$ cat src/tcc_consts.svh
`ifndef TCC_CONSTS_SVH
`define TCC_CONSTS_SVH

// Register indices; byte address is four times the index
`define TCC_IDX_COUNT 16'hff10
`define TCC_IDX_CCA 16'hff12
`define TCC_IDX_CCB 16'hff14
`define TCC_IDX_MODE 16'hffba
`define TCC_IDX_CTRL 16'hff16

// Mode register fields
`define TCC_MODE_RUN_HI 3
`define TCC_MODE_RUN_LO 2
`define TCC_MODE_ONESHOT 0
`define TCC_MODE_RESET 8'h00

// Control register fields
`define TCC_CTRL_CAPA 0
`define TCC_CTRL_CAPB 1
`define TCC_CTRL_TRIGA_REV 2
`define TCC_CTRL_EDGEA_LO 4
`define TCC_CTRL_EDGEB_LO 6
`define TCC_CTRL_OSTRIG 8
`define TCC_CTRL_RESET 9'h000

`define TCC_CC_RESET 16'h0000
`endif

$ cat src/tcc_pkg.sv
package tcc_pkg;
  // Run-mode bit pair settings
  typedef enum logic [1:0] {
    TCC_RUN_STOP = 2'h0,
    TCC_RUN_FREE = 2'h1,
    TCC_RUN_CLR_INPUT = 2'h2,
    TCC_RUN_CLR_MATCH = 2'h3
  } tcc_run_t;
  // Valid edge selection of an input pin
  typedef enum logic [1:0] {
    TCC_EDGE_FALL = 2'h0,
    TCC_EDGE_RISE = 2'h1,
    TCC_EDGE_NONE = 2'h2,
    TCC_EDGE_BOTH = 2'h3
  } tcc_edge_t;
endpackage

$ cat src/tcc_edge_if.sv
`timescale 1ns/1ps
interface tcc_edge_if;
  logic pin;
  tcc_pkg::tcc_edge_t sel;
  logic validEdge;
  logic reverseEdge;
  modport det (input pin, input sel, output validEdge, output reverseEdge);
  modport use_side (output pin, output sel, input validEdge, input reverseEdge);
endinterface

$ cat src/tcc_timer.sv
// Design decision made here: the APB slave port.
`timescale 1ns/1ps
`include "tcc_consts.svh"
module tcc_timer
(
  // Clock, reset, freeze
  input wire logic clock,
  input wire logic reset_n,
  input wire logic clockEnable,
  // APB slave
  input wire logic psel,
  input wire logic penable,
  input wire logic pwrite,
  input wire logic [17:0] paddr,
  input wire logic [31:0] pwdata,
  output logic [31:0] prdata,
  output logic pready,
  output logic pslverr,
  // Timer input pins
  input wire logic timer_input_a,
  input wire logic timer_input_b,
  // Match / capture requests
  output logic match_irq_a,
  output logic match_irq_b
);
  // ****************************************
  // Register state
  // ****************************************
  logic [15:0] timer_count_q;
  logic [15:0] timer_count_d;
  logic [15:0] capture_compare_a_q;
  logic [15:0] capture_compare_b_q;
  logic [7:0] timer_mode_control_q;
  logic [8:0] capture_compare_control_q;
  logic [31:0] prdata_q;
  logic [31:0] prdata_d;
  logic pready_q;
  logic pslverr_q;
  logic irqA_q;
  logic irqB_q;
  logic oneshotPulse_q;

  // ****************************************
  // Bus decode
  // ****************************************
  logic accessPhase;
  logic wrEn;
  logic selCount;
  logic selCcA;
  logic selCcB;
  logic selMode;
  logic selCtrl;
  logic mapped;

  // Answer on the second access cycle, so read data come from a flop
  assign accessPhase = psel & penable;
  assign wrEn = accessPhase & pready_q & pwrite;
  assign selCount = (paddr == {`TCC_IDX_COUNT, 2'h0});
  assign selCcA = (paddr == {`TCC_IDX_CCA, 2'h0});
  assign selCcB = (paddr == {`TCC_IDX_CCB, 2'h0});
  assign selMode = (paddr == {`TCC_IDX_MODE, 2'h0});
  assign selCtrl = (paddr == {`TCC_IDX_CTRL, 2'h0});
  assign mapped = selCount | selCcA | selCcB | selMode | selCtrl;

  // ****************************************
  // Mode decode
  // ****************************************
  tcc_pkg::tcc_run_t runMode;
  logic running;
  logic oneshotMode;
  logic capA;
  logic capB;
  logic trigARev;

  assign runMode = tcc_pkg::tcc_run_t'(
    timer_mode_control_q[`TCC_MODE_RUN_HI:`TCC_MODE_RUN_LO]);
  assign running = (runMode != tcc_pkg::TCC_RUN_STOP);
  assign oneshotMode = timer_mode_control_q[`TCC_MODE_ONESHOT];
  assign capA = capture_compare_control_q[`TCC_CTRL_CAPA];
  assign capB = capture_compare_control_q[`TCC_CTRL_CAPB];
  assign trigARev = capture_compare_control_q[`TCC_CTRL_TRIGA_REV];

  // ****************************************
  // Input edge detection
  // ****************************************
  tcc_edge_if edgeA ();
  tcc_edge_if edgeB ();

  assign edgeA.pin = timer_input_a;
  assign edgeA.sel = tcc_pkg::tcc_edge_t'(
    capture_compare_control_q[`TCC_CTRL_EDGEA_LO+1:`TCC_CTRL_EDGEA_LO]);
  assign edgeB.pin = timer_input_b;
  assign edgeB.sel = tcc_pkg::tcc_edge_t'(
    capture_compare_control_q[`TCC_CTRL_EDGEB_LO+1:`TCC_CTRL_EDGEB_LO]);

  tcc_edge_detect u_edge_a
  (
    .clock(clock),
    .reset_n(reset_n),
    .clockEnable(clockEnable),
    .edge_io(edgeA.det)
  );

  tcc_edge_detect u_edge_b
  (
    .clock(clock),
    .reset_n(reset_n),
    .clockEnable(clockEnable),
    .edge_io(edgeB.det)
  );

  // ****************************************
  // Capture, compare and clear events
  // ****************************************
  logic trigA;
  logic trigB;
  logic loadA;
  logic loadB;
  logic eqA;
  logic eqB;
  logic clearCount;
  logic stopWrite;

  // Reverse input-a edge or input-b edge selects the capture for a
  assign trigA = trigARev ? edgeA.reverseEdge : edgeB.validEdge;
  assign trigB = edgeA.validEdge;
  // Compare-mode registers never load; captures only while counting
  assign loadA = running & capA & trigA;
  assign loadB = running & capB & trigB;
  assign eqA = running & (timer_count_q == capture_compare_a_q);
  assign eqB = running & (timer_count_q == capture_compare_b_q);
  // A write that clears the run bits; racing captures may be lost
  assign stopWrite = wrEn & selMode
    & (pwdata[`TCC_MODE_RUN_HI:`TCC_MODE_RUN_LO] == 2'h0);
  // Clear-and-start conditions
  assign clearCount =
    ((runMode == tcc_pkg::TCC_RUN_CLR_INPUT) & edgeA.validEdge)
    | ((runMode == tcc_pkg::TCC_RUN_CLR_MATCH) & eqA)
    | (oneshotMode & (oneshotPulse_q | edgeA.validEdge));

  // ****************************************
  // Up-counter
  // ****************************************
  // Plain 16-bit add wraps from maximum to zero on its own
  always_comb
  begin
    if (!running)
      timer_count_d = 16'h0000;
    else if (clearCount)
      timer_count_d = 16'h0000;
    else
      timer_count_d = timer_count_q + 16'h0001;
  end

  // Counter flop; no bus access touches it
  always_ff @(posedge clock)
  begin
    if (!reset_n)
      timer_count_q <= 16'h0000;
    else if (clockEnable)
      timer_count_q <= timer_count_d;
  end

  // ****************************************
  // Capture/compare registers
  // ****************************************
  // Bus write outranks a capture in the same cycle; captured
  // value stays until reset, a write or the next capture, whatever the mode
  always_ff @(posedge clock)
  begin
    if (!reset_n)
    begin
      capture_compare_a_q <= `TCC_CC_RESET;
      capture_compare_b_q <= `TCC_CC_RESET;
    end
    else if (clockEnable)
    begin
      if (wrEn & selCcA)
        capture_compare_a_q <= pwdata[15:0];
      else if (loadA & ~stopWrite)
        capture_compare_a_q <= timer_count_q;
      if (wrEn & selCcB)
        capture_compare_b_q <= pwdata[15:0];
      else if (loadB & ~stopWrite)
        capture_compare_b_q <= timer_count_q;
    end
  end

  // ****************************************
  // Mode and control registers
  // ****************************************
  // One-shot trigger is a write-one pulse and reads back as zero
  always_ff @(posedge clock)
  begin
    if (!reset_n)
    begin
      timer_mode_control_q <= `TCC_MODE_RESET;
      capture_compare_control_q <= `TCC_CTRL_RESET;
      oneshotPulse_q <= 1'b0;
    end
    else if (clockEnable)
    begin
      if (wrEn & selMode)
        timer_mode_control_q <= pwdata[7:0];
      if (wrEn & selCtrl)
        capture_compare_control_q <= {1'b0, pwdata[7:0]};
      oneshotPulse_q <= wrEn & selCtrl & pwdata[`TCC_CTRL_OSTRIG];
    end
  end

  // ****************************************
  // Match requests
  // ****************************************
  // Equality pulses; input-b edge also requests a in capture mode
  always_ff @(posedge clock)
  begin
    if (!reset_n)
    begin
      irqA_q <= 1'b0;
      irqB_q <= 1'b0;
    end
    else if (clockEnable)
    begin
      irqA_q <= (~capA & eqA) | (capA & running & edgeB.validEdge);
      irqB_q <= (~capB & eqB) | loadB;
    end
  end

  // ****************************************
  // APB answer
  // ****************************************
  // Read mux; count reads zero while stopped, read has no side effect
  always_comb
  begin
    prdata_d = 32'h0000_0000;
    if (selCount)
      prdata_d = {16'h0000, running ? timer_count_q : 16'h0000};
    else if (selCcA)
      prdata_d = {16'h0000, capture_compare_a_q};
    else if (selCcB)
      prdata_d = {16'h0000, capture_compare_b_q};
    else if (selMode)
      prdata_d = {24'h000000, timer_mode_control_q};
    else if (selCtrl)
      prdata_d = {23'h000000, capture_compare_control_q};
  end

  // pready rises on the second access cycle and drops after
  always_ff @(posedge clock)
  begin
    if (!reset_n)
    begin
      pready_q <= 1'b0;
      pslverr_q <= 1'b0;
      prdata_q <= 32'h0000_0000;
    end
    else if (clockEnable)
    begin
      pready_q <= accessPhase & ~pready_q;
      pslverr_q <= accessPhase & ~pready_q & ~mapped;
      if (accessPhase & ~pready_q & ~pwrite)
        prdata_q <= prdata_d;
    end
  end

  assign prdata = prdata_q;
  assign pready = pready_q;
  assign pslverr = pslverr_q;
  assign match_irq_a = irqA_q;
  assign match_irq_b = irqB_q;

  // ****************************************
  // Checks
  // ****************************************
  AST_STOP_ZERO: assert property (@(posedge clock) disable iff (!reset_n)
    clockEnable & !running |=> timer_count_q == 16'h0000)
    else $error("count not zero while stopped");
  AST_COUNT_UP: assert property (@(posedge clock) disable iff (!reset_n)
    clockEnable & running & !clearCount & !stopWrite & !(wrEn & selMode)
    |=> timer_count_q == $past(timer_count_q) + 16'h0001)
    else $error("counter did not advance");
  AST_READ_ZERO: assert property (@(posedge clock) disable iff (!reset_n)
    clockEnable & accessPhase & !pready_q & !pwrite & selCount & !running
    |=> prdata == 32'h0000_0000)
    else $error("stopped count read nonzero");
  AST_CLR_INPUT: assert property (@(posedge clock) disable iff (!reset_n)
    clockEnable & runMode == tcc_pkg::TCC_RUN_CLR_INPUT & edgeA.validEdge
    |=> timer_count_q == 16'h0000)
    else $error("input edge did not clear count");
  AST_CLR_MATCH: assert property (@(posedge clock) disable iff (!reset_n)
    clockEnable & runMode == tcc_pkg::TCC_RUN_CLR_MATCH & eqA
    |=> timer_count_q == 16'h0000)
    else $error("match did not clear count");
  AST_ONESHOT: assert property (@(posedge clock) disable iff (!reset_n)
    clockEnable & oneshotMode & running & oneshotPulse_q
    |=> timer_count_q == 16'h0000)
    else $error("one-shot trigger did not clear count");
  AST_READ_PURE: assert property (@(posedge clock) disable iff (!reset_n)
    clockEnable & accessPhase & !pwrite & !loadB
    |=> capture_compare_b_q == $past(capture_compare_b_q))
    else $error("read changed register b");
  AST_HOLD_A: assert property (@(posedge clock) disable iff (!reset_n)
    clockEnable & !(wrEn & selCcA) & !loadA
    |=> capture_compare_a_q == $past(capture_compare_a_q))
    else $error("register a changed without cause");
  AST_NO_CAP_CMP: assert property (@(posedge clock) disable iff (!reset_n)
    clockEnable & !capB & !(wrEn & selCcB)
    |=> $stable(capture_compare_b_q))
    else $error("compare register loaded");
  AST_CAP_A: assert property (@(posedge clock) disable iff (!reset_n)
    clockEnable & loadA & !stopWrite & !(wrEn & selCcA)
    |=> capture_compare_a_q == $past(timer_count_q))
    else $error("capture a wrong value");
  AST_CAP_B: assert property (@(posedge clock) disable iff (!reset_n)
    clockEnable & loadB & !stopWrite & !(wrEn & selCcB)
    |=> capture_compare_b_q == $past(timer_count_q) && match_irq_b)
    else $error("capture b wrong or no request");
  AST_MATCH_A: assert property (@(posedge clock) disable iff (!reset_n)
    clockEnable & !capA & eqA |=> match_irq_a)
    else $error("no match a request");
  AST_MATCH_B: assert property (@(posedge clock) disable iff (!reset_n)
    clockEnable & !capB & eqB |=> match_irq_b)
    else $error("no match b request");
  AST_WRAP: assert property (@(posedge clock) disable iff (!reset_n)
    clockEnable & running & !clearCount & !(wrEn & selMode)
    & timer_count_q == 16'hffff |=> timer_count_q == 16'h0000)
    else $error("counter did not wrap");
  AST_RESET_CC: assert property (@(posedge clock)
    !reset_n |=> capture_compare_a_q == 16'h0000
    && capture_compare_b_q == 16'h0000)
    else $error("reset did not clear registers");

  COV_CAP_A: cover property (@(posedge clock) disable iff (!reset_n)
    clockEnable & loadA);
  COV_MATCH_CLR: cover property (@(posedge clock) disable iff (!reset_n)
    clockEnable & runMode == tcc_pkg::TCC_RUN_CLR_MATCH & eqA);
  COV_WRAP: cover property (@(posedge clock) disable iff (!reset_n)
    clockEnable & running & timer_count_q == 16'hffff);
  COV_ONESHOT: cover property (@(posedge clock) disable iff (!reset_n)
    clockEnable & oneshotMode & oneshotPulse_q);
endmodule

$ cat src/tcc_edge_detect.sv
`timescale 1ns/1ps
module tcc_edge_detect
(
  // Clock and control
  input wire logic clock,
  input wire logic reset_n,
  input wire logic clockEnable,
  // Pin and edge events
  tcc_edge_if.det edge_io
);
  logic syncA_q;
  logic syncB_q;
  logic prev_q;
  logic rise;
  logic fall;

  // Two-stage synchroniser, then one stage for edge history
  always_ff @(posedge clock)
  begin
    if (!reset_n)
    begin
      syncA_q <= 1'b0;
      syncB_q <= 1'b0;
      prev_q <= 1'b0;
    end
    else if (clockEnable)
    begin
      syncA_q <= edge_io.pin;
      syncB_q <= syncA_q;
      prev_q <= syncB_q;
    end
  end

  // Edge decode; reverse phase is impossible when both edges count
  assign rise = syncB_q & ~prev_q;
  assign fall = ~syncB_q & prev_q;
  assign edge_io.validEdge = clockEnable & (
    (edge_io.sel == tcc_pkg::TCC_EDGE_RISE) ? rise :
    (edge_io.sel == tcc_pkg::TCC_EDGE_FALL) ? fall :
    (edge_io.sel == tcc_pkg::TCC_EDGE_BOTH) ? (rise | fall) : 1'b0);
  assign edge_io.reverseEdge = clockEnable & (
    (edge_io.sel == tcc_pkg::TCC_EDGE_RISE) ? fall :
    (edge_io.sel == tcc_pkg::TCC_EDGE_FALL) ? rise : 1'b0);
endmodule

$ cat config.mk
export PLATFORM = sky130hd
export DESIGN_NAME = tcc_timer
export DESIGN_NICKNAME = d
export VERILOG_FILES = /design/src/tcc_pkg.sv /design/src/tcc_edge_if.sv /design/src/tcc_timer.sv /design/src/tcc_edge_detect.sv
export VERILOG_INCLUDE_DIRS = /design/src
export SDC_FILE = /design/constraint.sdc
export NUM_CORES = 1
export LEC_CHECK = 0
export ABC_AREA = 1
export BUFFER_PORTS_ARGS = -buffer_cell sky130_fd_sc_hd__buf_2
export CORE_MARGIN = 5
export CORE_UTILIZATION = 50
export DETAILED_ROUTE_END_ITERATION = 16
export GPL_ROUTABILITY_DRIVEN = 0
export GPL_TIMING_DRIVEN = 0
export PLACE_DENSITY = 0.76
export SETUP_SLACK_MARGIN = 0.5
export SLEW_MARGIN = 20
export SYNTH_ARGS = -nofsm -noshare
export SYNTH_HDL_FRONTEND = slang
export SYNTH_HIERARCHICAL = 1
export SYNTH_SLANG_ARGS = --single-unit
$ cat constraint.sdc
create_clock -name clock -period 2.11 [get_ports clock]
set_input_delay 0.211 -clock clock [delete_from_list [all_inputs] [get_ports clock]]
set_output_delay 0.211 -clock clock [all_outputs]
set_load 0.03 [all_outputs]
# Word level (Yosys, flattened, before mapping)
# Cells that the tools add are included.
[word_totals] ff_bits=107 inputBits=58 out_inout_bits=36 elab_cells=117
[classes] n_addsub=1 eq_ne=13 muxes=21 bitwise_logic=54 reduce_logical=11
[op_table] cell="$mux W16" n=10
[op_table] cell="$eq A18 B18 Y1 const B" n=5
[op_table] cell="$and A1 B1 Y1" n=33
[op_table] cell="$eq A16 B16 Y1" n=2
[op_table] cell="$add A16 B1 Y16 const B" n=1
[op_table] cell="$mux W8" n=2
[op_table] cell="$or A1 B1 Y1" n=11
[op_table] cell="$not A1 Y1" n=10
[op_table] cell="$reduce_and A2 Y1" n=5
[op_table] cell="$mux W1" n=9
[op_table] cell="$eq A2 B2 Y1 const B" n=4
[op_table] cell="$logic_not A2 Y1" n=3
[op_table] cell="$reduce_bool A2 Y1" n=3
[op_table] cell="$eq A2 B1 Y1 const B" n=2

# Depth between registers and ports, before layout
[depth] depth_word=12 depth_mapped=17 mapped_depth_nobuf=16

# Hierarchy
# Netlist, hierarchy kept.
[modules_own_cells] module="tcc_timer" n_inst=1 cells_per_inst=832 area_per_inst_um2=5306.3 seq_area_each_um2=1701.6
[modules_own_cells] module="tcc_edge_detect" n_inst=2 cells_per_inst=29 area_per_inst_um2=188.9 seq_area_each_um2=60.1

# Least setup slack after synthesis
# OpenSTA, ideal clock, no wires.
[synth_timing] path_kind="register to register" start="register u_edge_a.syncB_q" end="register capture_compare_b_q[10]" setup_ps=115 t_arrival_ps=1809 required_ps=1995 slack_ps=186 path_stages_with_launch=16 path_buffers=1 synth_period_minus_slack_ps=1924 cell_sequence="dfxtp_1 -> inv_1 -> ha_1 -> inv_1 -> nand2_1 -> nand2_1 -> nand2_1 -> nor2_1 -> inv_1 -> nor3_1 -> o21ai_2 -> nand2_4 -> nand2_4 -> buf_6 -> o21ai_1 -> nor2_1"
[synth_between] elab_chain_cells=11 elab_cells_between_ends=12 cone_classes="mux (3); bitwise (7); reduce/logical (2)"
[synth_lines] element="start: declaration" line_no="tcc_edge_detect.sv:12" text="logic syncB_q;"
[synth_lines] element="start signal: assignment" line_no="tcc_edge_detect.sv:29" text="syncB_q <= syncA_q;"
[synth_lines] element="$not A1 Y1" line_no="tcc_edge_detect.sv:36" text="assign fall = ~syncB_q & prev_q;"
[synth_lines] element="$and A1 B1 Y1" line_no="tcc_edge_detect.sv:36"
[synth_lines] element="$or A1 B1 Y1" line_no="tcc_edge_detect.sv:40" text="(edge_io.sel == tcc_pkg::TCC_EDGE_BOTH) ? (rise | fall) : 1'b0);"
[synth_lines] element="$mux W1" line_no="tcc_edge_detect.sv:40"
[synth_lines] element="$mux W1" line_no="tcc_edge_detect.sv:39" text="(edge_io.sel == tcc_pkg::TCC_EDGE_FALL) ? fall :"
[synth_lines] element="$mux W1 *" line_no="tcc_edge_detect.sv:38" text="(edge_io.sel == tcc_pkg::TCC_EDGE_RISE) ? rise :"
[synth_lines] element="$and A1 B1 Y1 *" line_no="tcc_edge_detect.sv:37" text="assign edge_io.validEdge = clockEnable & ("
[synth_lines] element="named net edgeA.validEdge" line_no="tcc_edge_if.sv:5" text="logic validEdge;"
[synth_lines] element="$and A1 B1 Y1 *" line_no="tcc_timer.sv:129" text="assign loadB = running & capB & trigB;"
[synth_lines] element="$and A1 B1 Y1 *" line_no="tcc_timer.sv:184" text="else if (loadB & ~stopWrite)"
[synth_lines] element="$reduce_bool A2 Y1 (no line) *"
[synth_lines] element="$reduce_and A2 Y1 (no line) *"
[synth_lines] element="end signal: assignment" line_no="tcc_timer.sv:174" text="capture_compare_b_q <= `TCC_CC_RESET;"
[synth_lines] element="end signal: assignment" line_no="tcc_timer.sv:183" text="capture_compare_b_q <= pwdata[15:0];"
[synth_lines] element="end signal: assignment" line_no="tcc_timer.sv:185" text="capture_compare_b_q <= timer_count_q;"
[synth_lines] element="end: declaration" line_no="tcc_timer.sv:32" text="logic [15:0] capture_compare_b_q;"
# The timed path passes the listed nets; every way through them passes the cells marked *.
# A chain may end at the register's enable or synchronous reset.

# Worst setup path in the final report
[layout_timing] start="register u_edge_a.syncB_q" end="register timer_count_q[6]"
[layout_between] elab_chain_cells=12 elab_cells_between_ends=15 cone_classes="mux (5); bitwise (10)"
[layout_lines] element="$not A1 Y1" line_no="tcc_edge_detect.sv:36"
[layout_lines] element="$and A1 B1 Y1" line_no="tcc_edge_detect.sv:36"
[layout_lines] element="$or A1 B1 Y1" line_no="tcc_edge_detect.sv:40"
[layout_lines] element="$mux W1" line_no="tcc_edge_detect.sv:40"
[layout_lines] element="$mux W1" line_no="tcc_edge_detect.sv:39"
[layout_lines] element="$mux W1 *" line_no="tcc_edge_detect.sv:38"
[layout_lines] element="$and A1 B1 Y1 *" line_no="tcc_edge_detect.sv:37"
[layout_lines] element="named net edgeA.validEdge" line_no="tcc_edge_if.sv:5"
[layout_lines] element="$and A1 B1 Y1 / $or A1 B1 Y1 (equally long branches)" line_no="tcc_timer.sv:137, tcc_timer.sv:139"
[layout_lines] element="$or A1 B1 Y1 / $and A1 B1 Y1 (equally long branches)" line_no="tcc_timer.sv:138, tcc_timer.sv:139"
[layout_lines] element="$or A1 B1 Y1 *" line_no="tcc_timer.sv:139" text="| (oneshotMode & (oneshotPulse_q | edgeA.validEdge));"
[layout_lines] element="$mux W16 *" line_no="tcc_timer.sv:149" text="else if (clearCount)"
[layout_lines] element="$mux W16 *" line_no="tcc_timer.sv:147" text="if (!running)"
[layout_lines] element="end signal: assignment" line_no="tcc_timer.sv:161" text="timer_count_q <= timer_count_d;"
[layout_lines] element="end: declaration" line_no="tcc_timer.sv:29" text="logic [15:0] timer_count_q;"
# Marked as above.

==> results.cfg <==
[status]
outcome = complete, no violations

[clock_network]
cts_buffer_depth = 2
h-tree-depth = 3
cts_num_sinks = 91
cts_root_buffer = clkbuf_16
cts_buffers = 9
path_clk_slew_ns = 0.06
cts_tree = yes
clkLatencyLatePin_ns = 0.35

[floorplanning]
initial_core_util = 0.515
die_h_um = 116
fp-row-count = 38
die_w_um = 116
die_area_mm2 = 0.0136
boundaryPins = 94
core_mm2 = 0.0110

[sta]
setup_viol = 0
rsz0062_at_grt = true
slew_violations = 0
fmax_ghz = 0.505
post-route-min-period_ns = 1.98
finClkSkew_ns = 0.00705
setup_tns_ns = 0
slew_headroom = 0.543
fin_crit_sh = 0.938
tightest_slew_ns = 0.686
worst_slack_ns = 0.131
finalHoldViolCount = 0

[critical_path]
cp.depth = 14
cp_slowest_cell = dfxtp_2
cpMostUsedCell = nor2_4
crit_path_max_incr_delay_ns = 0.35
crit_buf_inv = 4
path_cells = inv_2, ha_4, inv_2, nand2_1, nand2_1, nand2_2, nor2_4, buf_6, nor2_4, nor2_4, nor3_4, buf_6, nand3b_1, a21oi_2
cp_max_fo = 5
start_kind = register
cp.arrival_ns = 2.26
setup.worst_path.class = reg -> reg
path_delay_family = simple AND/OR/NAND/NOR gates
endpoint_kind = register
ff2ff_path_depth = 14
critPathRequiredTime_ns = 2.39

[detailed_routing]
post-route-drc-count = 0
wl_met1_mm = 7.85
routed_wl_mm = 18.0
wl_met2_mm = 7.88
first_pass_iters = 6
top_layer_used = met4
avgViaCountPerCell = 5.39
antenna_left = 0
drt-initial-drc-count = 597
num_vias = 6243
wl_per_cell_um = 15.6
wl_met3_mm = 1.80

[grt]
grt_start_max_net_pins = 17
grt_pass1_wl_mm = 27.9
antenna_found_initial = 0
track_usage = 0.265
grt_pass1_vias = 5591
grt.overflow.total = 0

[final_layout]
finalNetCount = 1077
fin_cells = 1159
nFillCells = 954
drive_above_1_share = 0.289
final_area_mm2 = 0.00726
antenna_cells = 0
syn2layout_area_growth_pct = 28.2

[power_and_ir_drop]
ir_drop_v = 0.000452
p_per_area_mw_per_mm2 = 508
cellLeakagePower_nw = 3.16

[synth]
netlist_area_mm2 = 0.00566
synth_cells = 886
syn_avg_cell_area_um2 = 6.39
ys_warn_count = 6

[placed_design]
dp_worst_setup_slack_ns = -0.0206
placed_area_mm2 = 0.00625
dp_cells = 1102
dp_hpwl_mm = 13.1
io_buffers = 61

[worst_hold_path]
hold-path-cell-count = 3
min_path_type = in -> reg

[run]
cap_violations = 0
[placed cells by master, fill, tap and decap left out, drive strengths merged, types with 16 or more instances in the layout]
master	count
nand2	194
o21ai	150
buf	135
inv	110
nor2	110
dfxtp	91
a21oi	65
clkbuf	43
nand3	31
conb	16
[metal layers]
| metal | track usage | vias to the layer above |
|---|---|---|
| li1 | - | 3074 |
| met1 | 0.366 | 2795 |
| met2 | 0.407 | 329 |
| met3 | 0.0575 | 45 |
| met4 | 0.0959 | 0 |
| met5 | 0 | - |
[final cells by class]
class	instances	area [um2]	share of cell area
Tap cell	140	175	0.0241
Multi-Input combinational cell	634	3430	0.473
Inverter	114	439	0.0605
Clock buffer	14	264	0.0364
Clock inverter	2	10.0	0.00138
Buffer	63	412	0.0567
Sequential cell	91	1830	0.253
Timing Repair Buffer	101	693	0.0955
[per-stage QoR]
stage	util	hold slack (ns)	total power [mW]
after floorplan	-	0.297	2.00
after global placement	0.569	0.437	2.11
after detailed placement	0.569	0.443	2.11
after CTS	0.628	0.0921	3.66
after global routing	0.661	0.116	3.81
final	0.661	0.0936	3.69
[flip-flops by register name, summed over array words and instances, names as in the netlist, 8 cells and up]
register	count
capture_compare_control_q	8
prdata	16
timer_mode_control_q	8
capture_compare_a_q	16
timer_count_q	16
capture_compare_b_q	16
[worst paths after layout]
kind / start / to / slack, ns
max reg2reg: u_edge_a/syncB_q / timer_count_q[6] / 0.13
min: timer_input_b / u_edge_b/syncA_q / 0.09
max: u_edge_a/syncB_q / timer_count_q[6] / 0.13
min reg2reg: capture_compare_control_q[3] / capture_compare_control_q[3] / 0.46
[worst min-delay path: cells and delay by family]
| family | cells | cell delay (ns) |
|---|---|---|
| buf+inv | 1 | 0.08 |
| simple gates | 2 | 0.12 |
[power breakdown]
group          switching (mW)  internal (mW)  leakage [nW]
sequential             0.0133           1.74         0.739
combinational           0.244          0.147          2.28
clock                   0.682          0.861         0.137
[repair_timing]
action                                  CTS  global route
hold buffers                              0             0
resized for setup                        37            95
buffers inserted                         29             7
gates cloned                              4             1
pin swaps                                12            43
endpoints found under the setup margin   51            76
Note: power is estimated with default switching activity, not from simulation.
